$ cat config.mk
export PLATFORM = sky130hd
export DESIGN_NAME = lls_top
export DESIGN_NICKNAME = d
export VERILOG_FILES = /design/src/hw/lls_pkg.sv /design/src/hw/lls_acgen.sv /design/src/hw/lls_level_enc.sv /design/src/hw/lls_top.sv
export SDC_FILE = /design/constraint.sdc
export NUM_CORES = 1
export LEC_CHECK = 0
export BUFFER_PORTS_ARGS = -buffer_cell sky130_fd_sc_hd__buf_2
export CAP_MARGIN = 15
export CORE_MARGIN = 2
export CORE_UTILIZATION = 63
export CTS_CLUSTER_DIAMETER = 40
export DETAILED_ROUTE_END_ITERATION = 10
export HOLD_SLACK_MARGIN = 0.05
export MAX_ROUTING_LAYER = met4
export PLACE_DENSITY = 0.85
export SLEW_MARGIN = 20
export SYNTH_ARGS = -nofsm -noshare
export SYNTH_HDL_FRONTEND = slang
export SYNTH_SLANG_ARGS = --single-unit
$ cat constraint.sdc
create_clock -name clk -period 36 [get_ports clk]
set_input_delay 5.4 -clock clk [delete_from_list [all_inputs] [get_ports clk]]
set_output_delay 5.4 -clock clk [all_outputs]
set_load 0.01 [all_outputs]
$ cat src/hw/lls_pkg.sv
package lls_pkg;
   // ------------------------------------------------------------------
   // Sizes
   // ------------------------------------------------------------------
   localparam int NUM_OUTPUTS = 160;
   localparam int DATA_WORDS = 5;
   localparam int ADDR_W = 5;
   localparam int BUS_W = 8;
   localparam int PIN_W = 14;

   // ------------------------------------------------------------------
   // Register offsets (byte addresses)
   // ------------------------------------------------------------------
   localparam logic [ADDR_W-1:0] OFF_DATA0 = 5'h00;
   localparam logic [ADDR_W-1:0] OFF_CTRL = 5'h14;
   localparam logic [ADDR_W-1:0] OFF_STATUS = 5'h18;

   // ------------------------------------------------------------------
   // Field positions
   // ------------------------------------------------------------------
   localparam int CTRL_SOFT_OFF = 0;
   localparam int ST_COMMON = 0;
   localparam int ST_DUAL = 1;
   localparam int ST_GEN_EN = 2;
   localparam int ST_POLARITY = 3;
   localparam int ST_DISP_OFF = 4;
   localparam int ST_COUNT_LSB = 8;

   // Pin vector positions
   localparam int PIN_SEG_SEL = 0;
   localparam int PIN_DUAL = 1;
   localparam int PIN_EDGE = 2;
   localparam int PIN_DOFF_N = 3;
   localparam int PIN_FR = 4;
   localparam int PIN_LP = 5;
   localparam int PIN_BUS_LSB = 6;

   // ------------------------------------------------------------------
   // Bus values and reset values
   // ------------------------------------------------------------------
   localparam logic [7:0] BUS_ALL_ZERO = 8'h00;
   localparam logic [7:0] BUS_ALL_ONE = 8'hff;
   localparam logic [6:0] BUS7_ALL_ZERO = 7'h00;
   localparam logic [6:0] BUS7_ALL_ONE = 7'h7f;
   localparam logic [31:0] RST_WORD = 32'h0000_0000;
   localparam logic [PIN_W-1:0] RST_PINS = 14'h0008;

   // ------------------------------------------------------------------
   // Drive level codes
   // ------------------------------------------------------------------
   typedef enum logic [1:0] {
      LEVEL_BOTTOM = 2'h0,
      LEVEL_LOWER_MID = 2'h1,
      LEVEL_UPPER_MID = 2'h2,
      LEVEL_TOP = 2'h3
   } lls_level_e;
endpackage

$ cat src/hw/lls_acgen.sv
`timescale 1ns/1ns
module lls_acgen import lls_pkg::*; #(
   parameter int CNT_W = 8
) (
   // Clock and control
   input wire logic clk,
   input wire logic rstN,
   input wire logic ce,
   // Generator setup
   input wire logic enable,
   input wire logic acEdgeSelect,
   input wire logic [CNT_W-1:0] invCount,
   // Latch pulse edges
   input wire logic lpRise,
   input wire logic lpFall,
   // Generated polarity
   output logic polarity
);
   typedef struct packed {
      logic [CNT_W-1:0] cnt;
      logic pol;
   } lls_acgen_s;

   lls_acgen_s st;
   lls_acgen_s next_st;
   logic lineEdge;

   // ------------------------------------------------------------------
   // Line counting and toggling
   // ------------------------------------------------------------------
   assign lineEdge = acEdgeSelect ? lpFall : lpRise;

   always_comb begin
      next_st = st;
      if (!enable) begin
         next_st.cnt = '0;
         next_st.pol = 1'b0;
      end else if (lineEdge) begin
         if ({1'b0, st.cnt} + 1'b1 >= {1'b0, invCount}) begin
            next_st.cnt = '0;
            next_st.pol = ~st.pol;
         end else begin
            next_st.cnt = st.cnt + 1'b1;
         end
      end
   end

   always_ff @(posedge clk or negedge rstN) begin
      if (!rstN) begin
         st <= '0;
      end else if (ce) begin
         st <= next_st;
      end
   end

   assign polarity = st.pol;

   // ------------------------------------------------------------------
   // Checks
   // ------------------------------------------------------------------
   chk_rise_update: assert property (@(posedge clk) disable iff (!rstN)
      ce && enable && !acEdgeSelect && lpFall && !lpRise |=> $stable(polarity))
      else $error("polarity moved on falling edge with rising edge selected");
   chk_fall_update: assert property (@(posedge clk) disable iff (!rstN)
      ce && enable && acEdgeSelect && lpFall && invCount == 8'h01 |=> polarity != $past(polarity))
      else $error("polarity did not toggle on selected falling edge");
   chk_gen_idle: assert property (@(posedge clk) disable iff (!rstN)
      ce && !enable |=> !polarity && st.cnt == '0)
      else $error("disabled generator still active");
endmodule // lls_acgen

$ cat src/hw/lls_level_enc.sv
`timescale 1ns/1ns
module lls_level_enc import lls_pkg::*; #(
   parameter int N = NUM_OUTPUTS
) (
   // Selection inputs
   input wire logic commonMode,
   input wire logic polarity,
   input wire logic displayOff,
   input wire logic [N-1:0] lineBits,
   // Two-bit level per output
   output logic [2*N-1:0] levels
);
   // ------------------------------------------------------------------
   // Per-output level select
   // ------------------------------------------------------------------
   for (genvar i = 0; i < N; i++) begin : g_out
      always_comb begin
         if (displayOff) begin
            levels[2*i+:2] = LEVEL_BOTTOM;
         end else begin
            case ({polarity, lineBits[i]})
               2'h0: levels[2*i+:2] = LEVEL_LOWER_MID;
               2'h1: levels[2*i+:2] = commonMode ? LEVEL_TOP : LEVEL_BOTTOM;
               2'h2: levels[2*i+:2] = LEVEL_UPPER_MID;
               default: levels[2*i+:2] = commonMode ? LEVEL_BOTTOM : LEVEL_TOP;
            endcase
         end
      end
   end
endmodule // lls_level_enc

$ cat src/hw/lls_top.sv
// What this block does
// - Segment select low means common (row) driver, otherwise segment driver.
// - In common mode, bus value all zeros or all ones disables generator.
// - In dual common mode, data bit 7 feeds second register half at stage 81; here bit 7 only drives the dualShiftIn output.
// - Single common mode, bus 01 to FE: generator on, all eight bits are count.
// - Dual common mode with generator on: only bits 0 to 6 form the count.
// - Edge select low: generated polarity updates on latch pulse rising edge.
// - Edge select high: generated polarity updates on latch pulse falling edge.
// - Each of 160 outputs follows its own latch bit at one of four levels.
// - Segment levels: LL lower-mid, LH bottom, HL upper-mid, HH top.
// - Common levels: LL lower-mid, LH top, HL upper-mid, HH bottom.
// - Display-off asserted forces every output to bottom level.
// - Dual mode select low: one 160-stage register; high: two 80-stage halves; here the data latch loads as five 32-bit bus words in either mode.
// - Display-off clears line latch; data latch still loads; reload on pulse fall.
// - Generator enabled: its polarity drives out on the frame polarity pin.
//
// Register access over Avalon-MM and the address map were decided locally.
`timescale 1ns/1ns
module lls_top import lls_pkg::*; #(
   parameter int N = NUM_OUTPUTS
) (
   // Clock, reset, enable
   input wire logic clk,
   input wire logic arst_n,
   input wire logic ce,
   // Avalon-MM slave
   input wire logic [ADDR_W-1:0] address,
   input wire logic read,
   input wire logic write,
   input wire logic [31:0] writedata,
   input wire logic [3:0] byteenable,
   output logic [31:0] readdata,
   output logic waitrequest,
   // Mode and timing pins from the controller
   input wire logic segCommonSel,
   input wire logic dual_mode_select,
   input wire logic ac_edge_select,
   input wire logic display_off_n,
   input wire logic line_latch_pulse,
   input wire logic [BUS_W-1:0] dataBus,
   // Frame polarity pin (two-way)
   input wire logic frame_polarity_in,
   output logic frame_polarity_out,
   output logic frame_polarity_oe,
   // Shift and generator status
   output logic dualShiftIn,
   output logic acGenEnable,
   output logic [BUS_W-1:0] invCount,
   // Driver level codes, two bits per output
   output logic [2*N-1:0] driver_outputs
);
   // ------------------------------------------------------------------
   // Reset release
   // ------------------------------------------------------------------
   logic [1:0] rstPipe;
   logic rstN;

   always_ff @(posedge clk or negedge arst_n) begin
      if (!arst_n) begin
         rstPipe <= 2'h0;
      end else begin
         rstPipe <= {rstPipe[0], 1'b1};
      end
   end
   assign rstN = rstPipe[1];

   // ------------------------------------------------------------------
   // State
   // ------------------------------------------------------------------
   typedef struct packed {
      logic [PIN_W-1:0] pinS1;
      logic [PIN_W-1:0] pinS2;
      logic lpPrev;
      logic [N-1:0] dataLatch;
      logic [N-1:0] lineLatch;
      logic softOff;
      logic waitReq;
      logic [31:0] readData;
      logic [2*N-1:0] drive;
      logic frOut;
      logic frOe;
      logic shiftIn;
      logic genEn;
      logic [BUS_W-1:0] count;
   } lls_state_s;

   lls_state_s st;
   lls_state_s next_st;

   // ------------------------------------------------------------------
   // Decoded pin view
   // ------------------------------------------------------------------
   logic commonMode;
   logic dualMode;
   logic edgeSel;
   logic offEff;
   logic extPol;
   logic lpNow;
   logic lpRise;
   logic lpFall;
   logic [BUS_W-1:0] busNow;
   logic genEnNow;
   logic [BUS_W-1:0] countNow;
   logic genPol;
   logic polarity;
   logic [2*N-1:0] levels;
   logic req;

   assign commonMode = !st.pinS2[PIN_SEG_SEL];
   assign dualMode = st.pinS2[PIN_DUAL];
   assign edgeSel = st.pinS2[PIN_EDGE];
   assign offEff = !st.pinS2[PIN_DOFF_N] || st.softOff;
   assign extPol = st.pinS2[PIN_FR];
   assign lpNow = st.pinS2[PIN_LP];
   assign busNow = st.pinS2[PIN_BUS_LSB+:BUS_W];
   assign lpRise = lpNow && !st.lpPrev;
   assign lpFall = !lpNow && st.lpPrev;
   assign req = read || write;

   // Generator enable and count
   always_comb begin
      genEnNow = 1'b0;
      countNow = '0;
      if (commonMode) begin
         if (dualMode) begin
            genEnNow = busNow[6:0] != BUS7_ALL_ZERO && busNow[6:0] != BUS7_ALL_ONE;
            countNow = {1'b0, busNow[6:0]};
         end else begin
            genEnNow = busNow != BUS_ALL_ZERO && busNow != BUS_ALL_ONE;
            countNow = busNow;
         end
      end
   end

   assign polarity = st.genEn ? genPol : extPol;

   // ------------------------------------------------------------------
   // Submodules
   // ------------------------------------------------------------------
   lls_acgen #(
      .CNT_W(BUS_W)
   ) u_acgen (
      .clk(clk),
      .rstN(rstN),
      .ce(ce),
      .enable(st.genEn),
      .acEdgeSelect(edgeSel),
      .invCount(st.count),
      .lpRise(lpRise),
      .lpFall(lpFall),
      .polarity(genPol)
   );

   lls_level_enc #(
      .N(N)
   ) u_enc (
      .commonMode(commonMode),
      .polarity(polarity),
      .displayOff(offEff),
      .lineBits(st.lineLatch),
      .levels(levels)
   );

   // ------------------------------------------------------------------
   // Next state
   // ------------------------------------------------------------------
   always_comb begin
      next_st = st;
      next_st.pinS1 = {dataBus, line_latch_pulse, frame_polarity_in, display_off_n,
                       ac_edge_select, dual_mode_select, segCommonSel};
      next_st.pinS2 = st.pinS1;
      next_st.lpPrev = lpNow;
      next_st.genEn = genEnNow;
      next_st.count = genEnNow ? countNow : '0;
      next_st.shiftIn = commonMode && dualMode && busNow[7];
      next_st.frOe = st.genEn;
      next_st.frOut = st.genEn && genPol;
      next_st.drive = levels;
      if (offEff) begin
         next_st.lineLatch = '0;
      end else if (lpFall) begin
         next_st.lineLatch = st.dataLatch;
      end
      // Bus: one wait cycle, then answer
      next_st.waitReq = !(req && st.waitReq);
      if (req && st.waitReq) begin
         next_st.readData = RST_WORD;
         if (read) begin
            for (int w = 0; w < DATA_WORDS; w++) begin
               if (address == OFF_DATA0 + ADDR_W'(4 * w)) begin
                  next_st.readData = st.dataLatch[32*w+:32];
               end
            end
            if (address == OFF_CTRL) begin
               next_st.readData[CTRL_SOFT_OFF] = st.softOff;
            end else if (address == OFF_STATUS) begin
               next_st.readData[ST_COMMON] = commonMode;
               next_st.readData[ST_DUAL] = dualMode;
               next_st.readData[ST_GEN_EN] = st.genEn;
               next_st.readData[ST_POLARITY] = polarity;
               next_st.readData[ST_DISP_OFF] = offEff;
               next_st.readData[ST_COUNT_LSB+:BUS_W] = st.count;
            end
         end
      end
      // Data latch keeps loading even while display is off
      if (write && !st.waitReq) begin
         for (int w = 0; w < DATA_WORDS; w++) begin
            if (address == OFF_DATA0 + ADDR_W'(4 * w)) begin
               for (int b = 0; b < 4; b++) begin
                  if (byteenable[b]) begin
                     next_st.dataLatch[32*w+8*b+:8] = writedata[8*b+:8];
                  end
               end
            end
         end
         if (address == OFF_CTRL && byteenable[0]) begin
            next_st.softOff = writedata[CTRL_SOFT_OFF];
         end
      end
   end

   always_ff @(posedge clk or negedge rstN) begin
      if (!rstN) begin
         st <= '0;
         st.pinS1 <= RST_PINS;
         st.pinS2 <= RST_PINS;
         st.waitReq <= 1'b1;
      end else if (ce) begin
         st <= next_st;
      end
   end

   // ------------------------------------------------------------------
   // Outputs
   // ------------------------------------------------------------------
   assign readdata = st.readData;
   assign waitrequest = st.waitReq;
   assign frame_polarity_out = st.frOut;
   assign frame_polarity_oe = st.frOe;
   assign dualShiftIn = st.shiftIn;
   assign acGenEnable = st.genEn;
   assign invCount = st.count;
   assign driver_outputs = st.drive;

   // ------------------------------------------------------------------
   // Checks
   // ------------------------------------------------------------------
   chk_bus_answer: assert property (@(posedge clk) disable iff (!rstN)
      ce && req && waitrequest |=> !waitrequest)
      else $error("bus request not answered after one wait cycle");
   chk_gen_disable: assert property (@(posedge clk) disable iff (!rstN)
      ce && commonMode && !dualMode && (busNow == BUS_ALL_ZERO || busNow == BUS_ALL_ONE) |=> !acGenEnable)
      else $error("generator enabled by all-zero or all-one bus");
   chk_count_single: assert property (@(posedge clk) disable iff (!rstN)
      ce && commonMode && !dualMode && busNow != BUS_ALL_ZERO && busNow != BUS_ALL_ONE
      |=> acGenEnable && invCount == $past(busNow))
      else $error("single mode count not taken from whole bus");
   chk_count_dual: assert property (@(posedge clk) disable iff (!rstN)
      ce && commonMode && dualMode && genEnNow |=> acGenEnable && invCount == {1'b0, $past(busNow[6:0])})
      else $error("dual mode count not taken from low seven bits");
   chk_seg_no_gen: assert property (@(posedge clk) disable iff (!rstN)
      ce && !commonMode |=> !acGenEnable && !dualShiftIn)
      else $error("segment mode ran common-mode functions");
   chk_dual_shift: assert property (@(posedge clk) disable iff (!rstN)
      ce && commonMode && dualMode |=> dualShiftIn == $past(busNow[7]))
      else $error("dual shift input not following bus bit 7");
   chk_fr_drive: assert property (@(posedge clk) disable iff (!rstN)
      ce && st.genEn |=> frame_polarity_oe && frame_polarity_out == $past(genPol))
      else $error("generated polarity not driven on frame pin");
   chk_line_clear: assert property (@(posedge clk) disable iff (!rstN)
      ce && offEff |=> st.lineLatch == '0)
      else $error("line latch not cleared during display-off");
   chk_line_load: assert property (@(posedge clk) disable iff (!rstN)
      ce && !offEff && lpFall |=> st.lineLatch == $past(st.dataLatch))
      else $error("line latch not loaded on pulse falling edge");
   chk_off_bottom: assert property (@(posedge clk) disable iff (!rstN)
      ce && offEff |=> driver_outputs == '0)
      else $error("outputs not at bottom level while display is off");
   chk_seg_levels: assert property (@(posedge clk) disable iff (!rstN)
      ce && !commonMode && !offEff |=> driver_outputs[1:0] ==
      ($past({polarity, st.lineLatch[0]}) == 2'h0 ? LEVEL_LOWER_MID :
       $past({polarity, st.lineLatch[0]}) == 2'h1 ? LEVEL_BOTTOM :
       $past({polarity, st.lineLatch[0]}) == 2'h2 ? LEVEL_UPPER_MID : LEVEL_TOP))
      else $error("segment level table mismatch");
   chk_com_levels: assert property (@(posedge clk) disable iff (!rstN)
      ce && commonMode && !offEff |=> driver_outputs[1:0] ==
      ($past({polarity, st.lineLatch[0]}) == 2'h0 ? LEVEL_LOWER_MID :
       $past({polarity, st.lineLatch[0]}) == 2'h1 ? LEVEL_TOP :
       $past({polarity, st.lineLatch[0]}) == 2'h2 ? LEVEL_UPPER_MID : LEVEL_BOTTOM))
      else $error("common level table mismatch");

   // ------------------------------------------------------------------
   // Bus, freeze and pin checks
   // ------------------------------------------------------------------
   chk_ce_freeze: assert property (@(posedge clk) disable iff (!rstN)
      !ce
      |=> $stable(st))
      else $error("state moved with ce low");
   chk_wait_idle: assert property (@(posedge clk) disable iff (!rstN)
      ce && !req
      |=> waitrequest)
      else $error("waitrequest low with no request");
   chk_write_ctrl: assert property (@(posedge clk) disable iff (!rstN)
      ce && write && !waitrequest && address == OFF_CTRL && byteenable[0]
      |=> st.softOff == $past(writedata[CTRL_SOFT_OFF]))
      else $error("control write lost");
   chk_read_unmapped: assert property (@(posedge clk) disable iff (!rstN)
      ce && read && waitrequest && address > OFF_STATUS
      |=> readdata == RST_WORD)
      else $error("unmapped read not zero");
   chk_read_data: assert property (@(posedge clk) disable iff (!rstN)
      ce && read && waitrequest && address == OFF_DATA0 + 5'h08
      |=> readdata == $past(st.dataLatch[95:64]))
      else $error("data word read back wrong");
   chk_oe_follow: assert property (@(posedge clk) disable iff (!rstN)
      ce
      |=> frame_polarity_oe == $past(acGenEnable))
      else $error("frame enable not following generator");
   chk_fr_quiet: assert property (@(posedge clk) disable iff (!rstN)
      ce && !acGenEnable
      |=> !frame_polarity_out)
      else $error("frame pin high with generator off");
   chk_count_clear: assert property (@(posedge clk) disable iff (!rstN)
      ce && !genEnNow
      |=> invCount == '0 && !acGenEnable)
      else $error("count kept with generator off");
   chk_single_shift: assert property (@(posedge clk) disable iff (!rstN)
      ce && !dualMode
      |=> !dualShiftIn)
      else $error("shift input set in single mode");
   chk_line_hold: assert property (@(posedge clk) disable iff (!rstN)
      ce && !offEff && !lpFall
      |=> $stable(st.lineLatch))
      else $error("line latch moved without pulse fall");
   chk_far_output: assert property (@(posedge clk) disable iff (!rstN)
      ce && !offEff && !commonMode && !polarity
      |=> driver_outputs[2*N-1-:2] == ($past(st.lineLatch[N-1]) ? LEVEL_BOTTOM : LEVEL_LOWER_MID))
      else $error("last output not following its bit");
   chk_status_off: assert property (@(posedge clk) disable iff (!rstN)
      ce && read && waitrequest && address == OFF_STATUS
      |=> readdata[ST_DISP_OFF] == $past(offEff))
      else $error("status display-off bit wrong");
endmodule // lls_top

==> run summary <==
Synth Cell Area - 35000 µm²
FF-to-FF Start - acGenEnable$_DFFE_PN0P_
CP Data Required Time - 36.47 ns
Worst Tran Pin Value - 1.10 ns
Port Buf Inserts - 424
Arr. time, crit path - 9.08 ns
global-route wire length before repair - 140000 µm
status - finished, final reports clean
Via density - 6.06
Worst Hold Class - flop to flop
DRT iter0 DRCs - 2445
H-tree levels - 3
Placer Congestion - 0.925
layout cells sized above 1 - 28.7%
Slew headroom - 26.4%
TritonCTS clock tree - done
Final Hold Viols - 0
fin crit share - 23.9%
routed wire length - 91800 µm
final routed DRC violation total - 0
total CTS buffers - 104
number of fill cells - 3720
Critical Path Sink Type - flop
Layout area overhead - 9.98%
clk sinks - 726
total track usage - 32.9%
Peak VDD IR - 0.0486 mV
most common cell after layout, fill and taps aside - dfrtp_1
commonest non-fill, non-tap cells in the layout - dfrtp_1 (721), buf_2 (424), o2bb2ai_1 (320)
Multi-input gate area - 13200 µm²
site row count - 86
Final min period - 8.61 ns
WL/cell - 24.0 µm
Avg Inst Size Synth - 11.7 µm²
Synth async-reset ratio - 100%
Resized Gates After CTS - 0
Core Box Area - 55000 µm²
Mapped Cells - 2989
syn nets - 3058
1st-pass router iterations - 9
min-delay src - rstPipe[0]$_DFF_PN0_
Final Util - 70.0%
I/O pin count - 425
#FFs+latches synth - 726
Vias - 23189
final setup vio count - 0
Overflow after GRT - 0
PwrDens - 66.8 nW/µm²
Critical Path Source Type - input pin
initial antenna violation count - 15
Leakage - 0.0174 µW
dominant synthesized flop cell - dfrtp_1
Synthesis Warnings - 0
Die W - 240 µm
setup_tns - 0 ns
Die Y - 240 µm
CTS Root Cell - clkbuf_16
max frequency - 0.116 GHz
post-cts hold buffer count - 0
max-slew violation count - 0
Post-synth EDFFs - 0
Max-Cap Viols - 0
number of global-route vias before repair - 22957
Starting Density - 63.6%
Crit Path Class - input pin to flop
largest net degree at the start of global routing - 193
setup bufs post-CTS - 0
post-synth cell types - 63
# nets final - 3046
clock latency at the later pin of the worst-skew pair - 0.65 ns
clk_skew - 0.0260 ns
Sequential cell area - 18200 µm²
sequential-to-total area share from yosys stat - 51.9%
hpwl dp - 61700 µm
Longest Clk Path Bufs - 3
die area - 57400 µm²
Crit Path Max Fanout - 142
CP startpoint - ce
CTS clock-pin slew for the worst setup and hold paths - 0.05 ns
RSZ-0062 raised after global routing - false
post-route ant nets - 0
[worst paths after layout]
path / slack [ns] / depth (start not counted) / to
max in group asynchronous: 31.35 / 1 / rstPipe[1]$_DFF_PN0_
worst min-delay path: 0.35 / 0 / rstPipe[1]$_DFF_PN0_
worst max register to register: 32.23 / 5 / driver_outputs[206]$_DFFE_PN0P_
worst min register to register: 0.35 / 0 / rstPipe[1]$_DFF_PN0_
worst max-delay path: 27.39 / 7 / driver_outputs[178]$_DFFE_PN0P_
min in group asynchronous: 0.47 / 0 / driver_outputs[17]$_DFFE_PN0P_
[critical path: stages]
cell and delay (ns):
buf_2 0.09, buf_4 0.28, inv_8 0.64, or2_4 0.63
buf_4 0.71, buf_4 0.90, o2bb2ai_1 0.18
[per-layer routing]
metal  vias up  track usage [%]  wire [µm]
met5         -                -          0
met3       233             6.13       6660
met1     11819             43.2      37200
li1      10171                -          -
met4         0             14.6       3950
met2       966             50.2      43900
[power breakdown]
part | total, µW | internal, µW | switching [µW]
clock | 1040 | 639 | 402
combinational | 513 | 214 | 299
sequential | 1020 | 925 | 92.9
total | 2570 | 1780 | 794
[cell usage after synthesis, types with 7 or more instances]
cell / n / area share, %
a222oi_1: 31 / 0.89
nor2b_1: 16 / 0.29
buf_2: 38 / 0.54
nand3_4: 8 / 0.40
buf_4: 363 / 7.8
o21ai_0: 71 / 1.0
xor2_1: 162 / 4.1
nand2_1: 220 / 2.4
o21a_1: 21 / 0.45
clkbuf_1: 168 / 1.8
xnor2_1: 164 / 4.1
mux2_2: 192 / 6.2
a22o_1: 168 / 4.2
nor2_2: 7 / 0.13
o2bb2ai_1: 320 / 8.0
dfrtp_1: 723 / 52
nor2_1: 10 / 0.11
ha_1: 9 / 0.32
inv_1: 12 / 0.13
nand2b_1: 161 / 2.9
a21oi_1: 32 / 0.46
nand3_1: 10 / 0.14
[cells by family after synthesis]
logic type,synth area share (%)
flops,51.9
compound gates,15.7
buf+inv,10.4
simple gates,7.24
xor+xnor,8.16
mux,6.21
fa+ha+maj,0.322
other cells,0.0107
[per-stage QoR]
stage	worst slack, ns	power, µW	hold WS, ns	std cells	instance area [µm²]
finish	27.39	2570	0.355	3828	38500
global route	27.15	2680	0.367	3827	38500
CTS	27.49	2580	0.356	3810	38400
detailed placement	26.78	1540	0.339	3617	34800
global placement	26.98	1520	0.339	3617	34800
floorplan	14.27	1470	0.331	2989	35000
[cell type report]
type,instances,share of cell area (%)
clock inverter,72,1.99
tap,748,2.43
sequential,726,47.2
multi-input combinational,1674,34.4
antenna,16,0.104
inverter,13,0.146
clock buffer,121,7.39
timing repair buffer,458,6.33
[flip-flops by register name, indices dropped and copies added (netlist names)]
signal,flops
next_st,14
u_acgen.st,8
frame_polarity_out,1
acGenEnable,1
u_acgen.polarity,1
st,324
edgeSel,1
invCount,8
extPol,1
frame_polarity_oe,1
dualMode,1
lpNow,1
driver_outputs,320
dualShiftIn,1
readdata,32
busNow,8
rstPipe,2
waitrequest,1
Power figures use the tool's default switching activity.
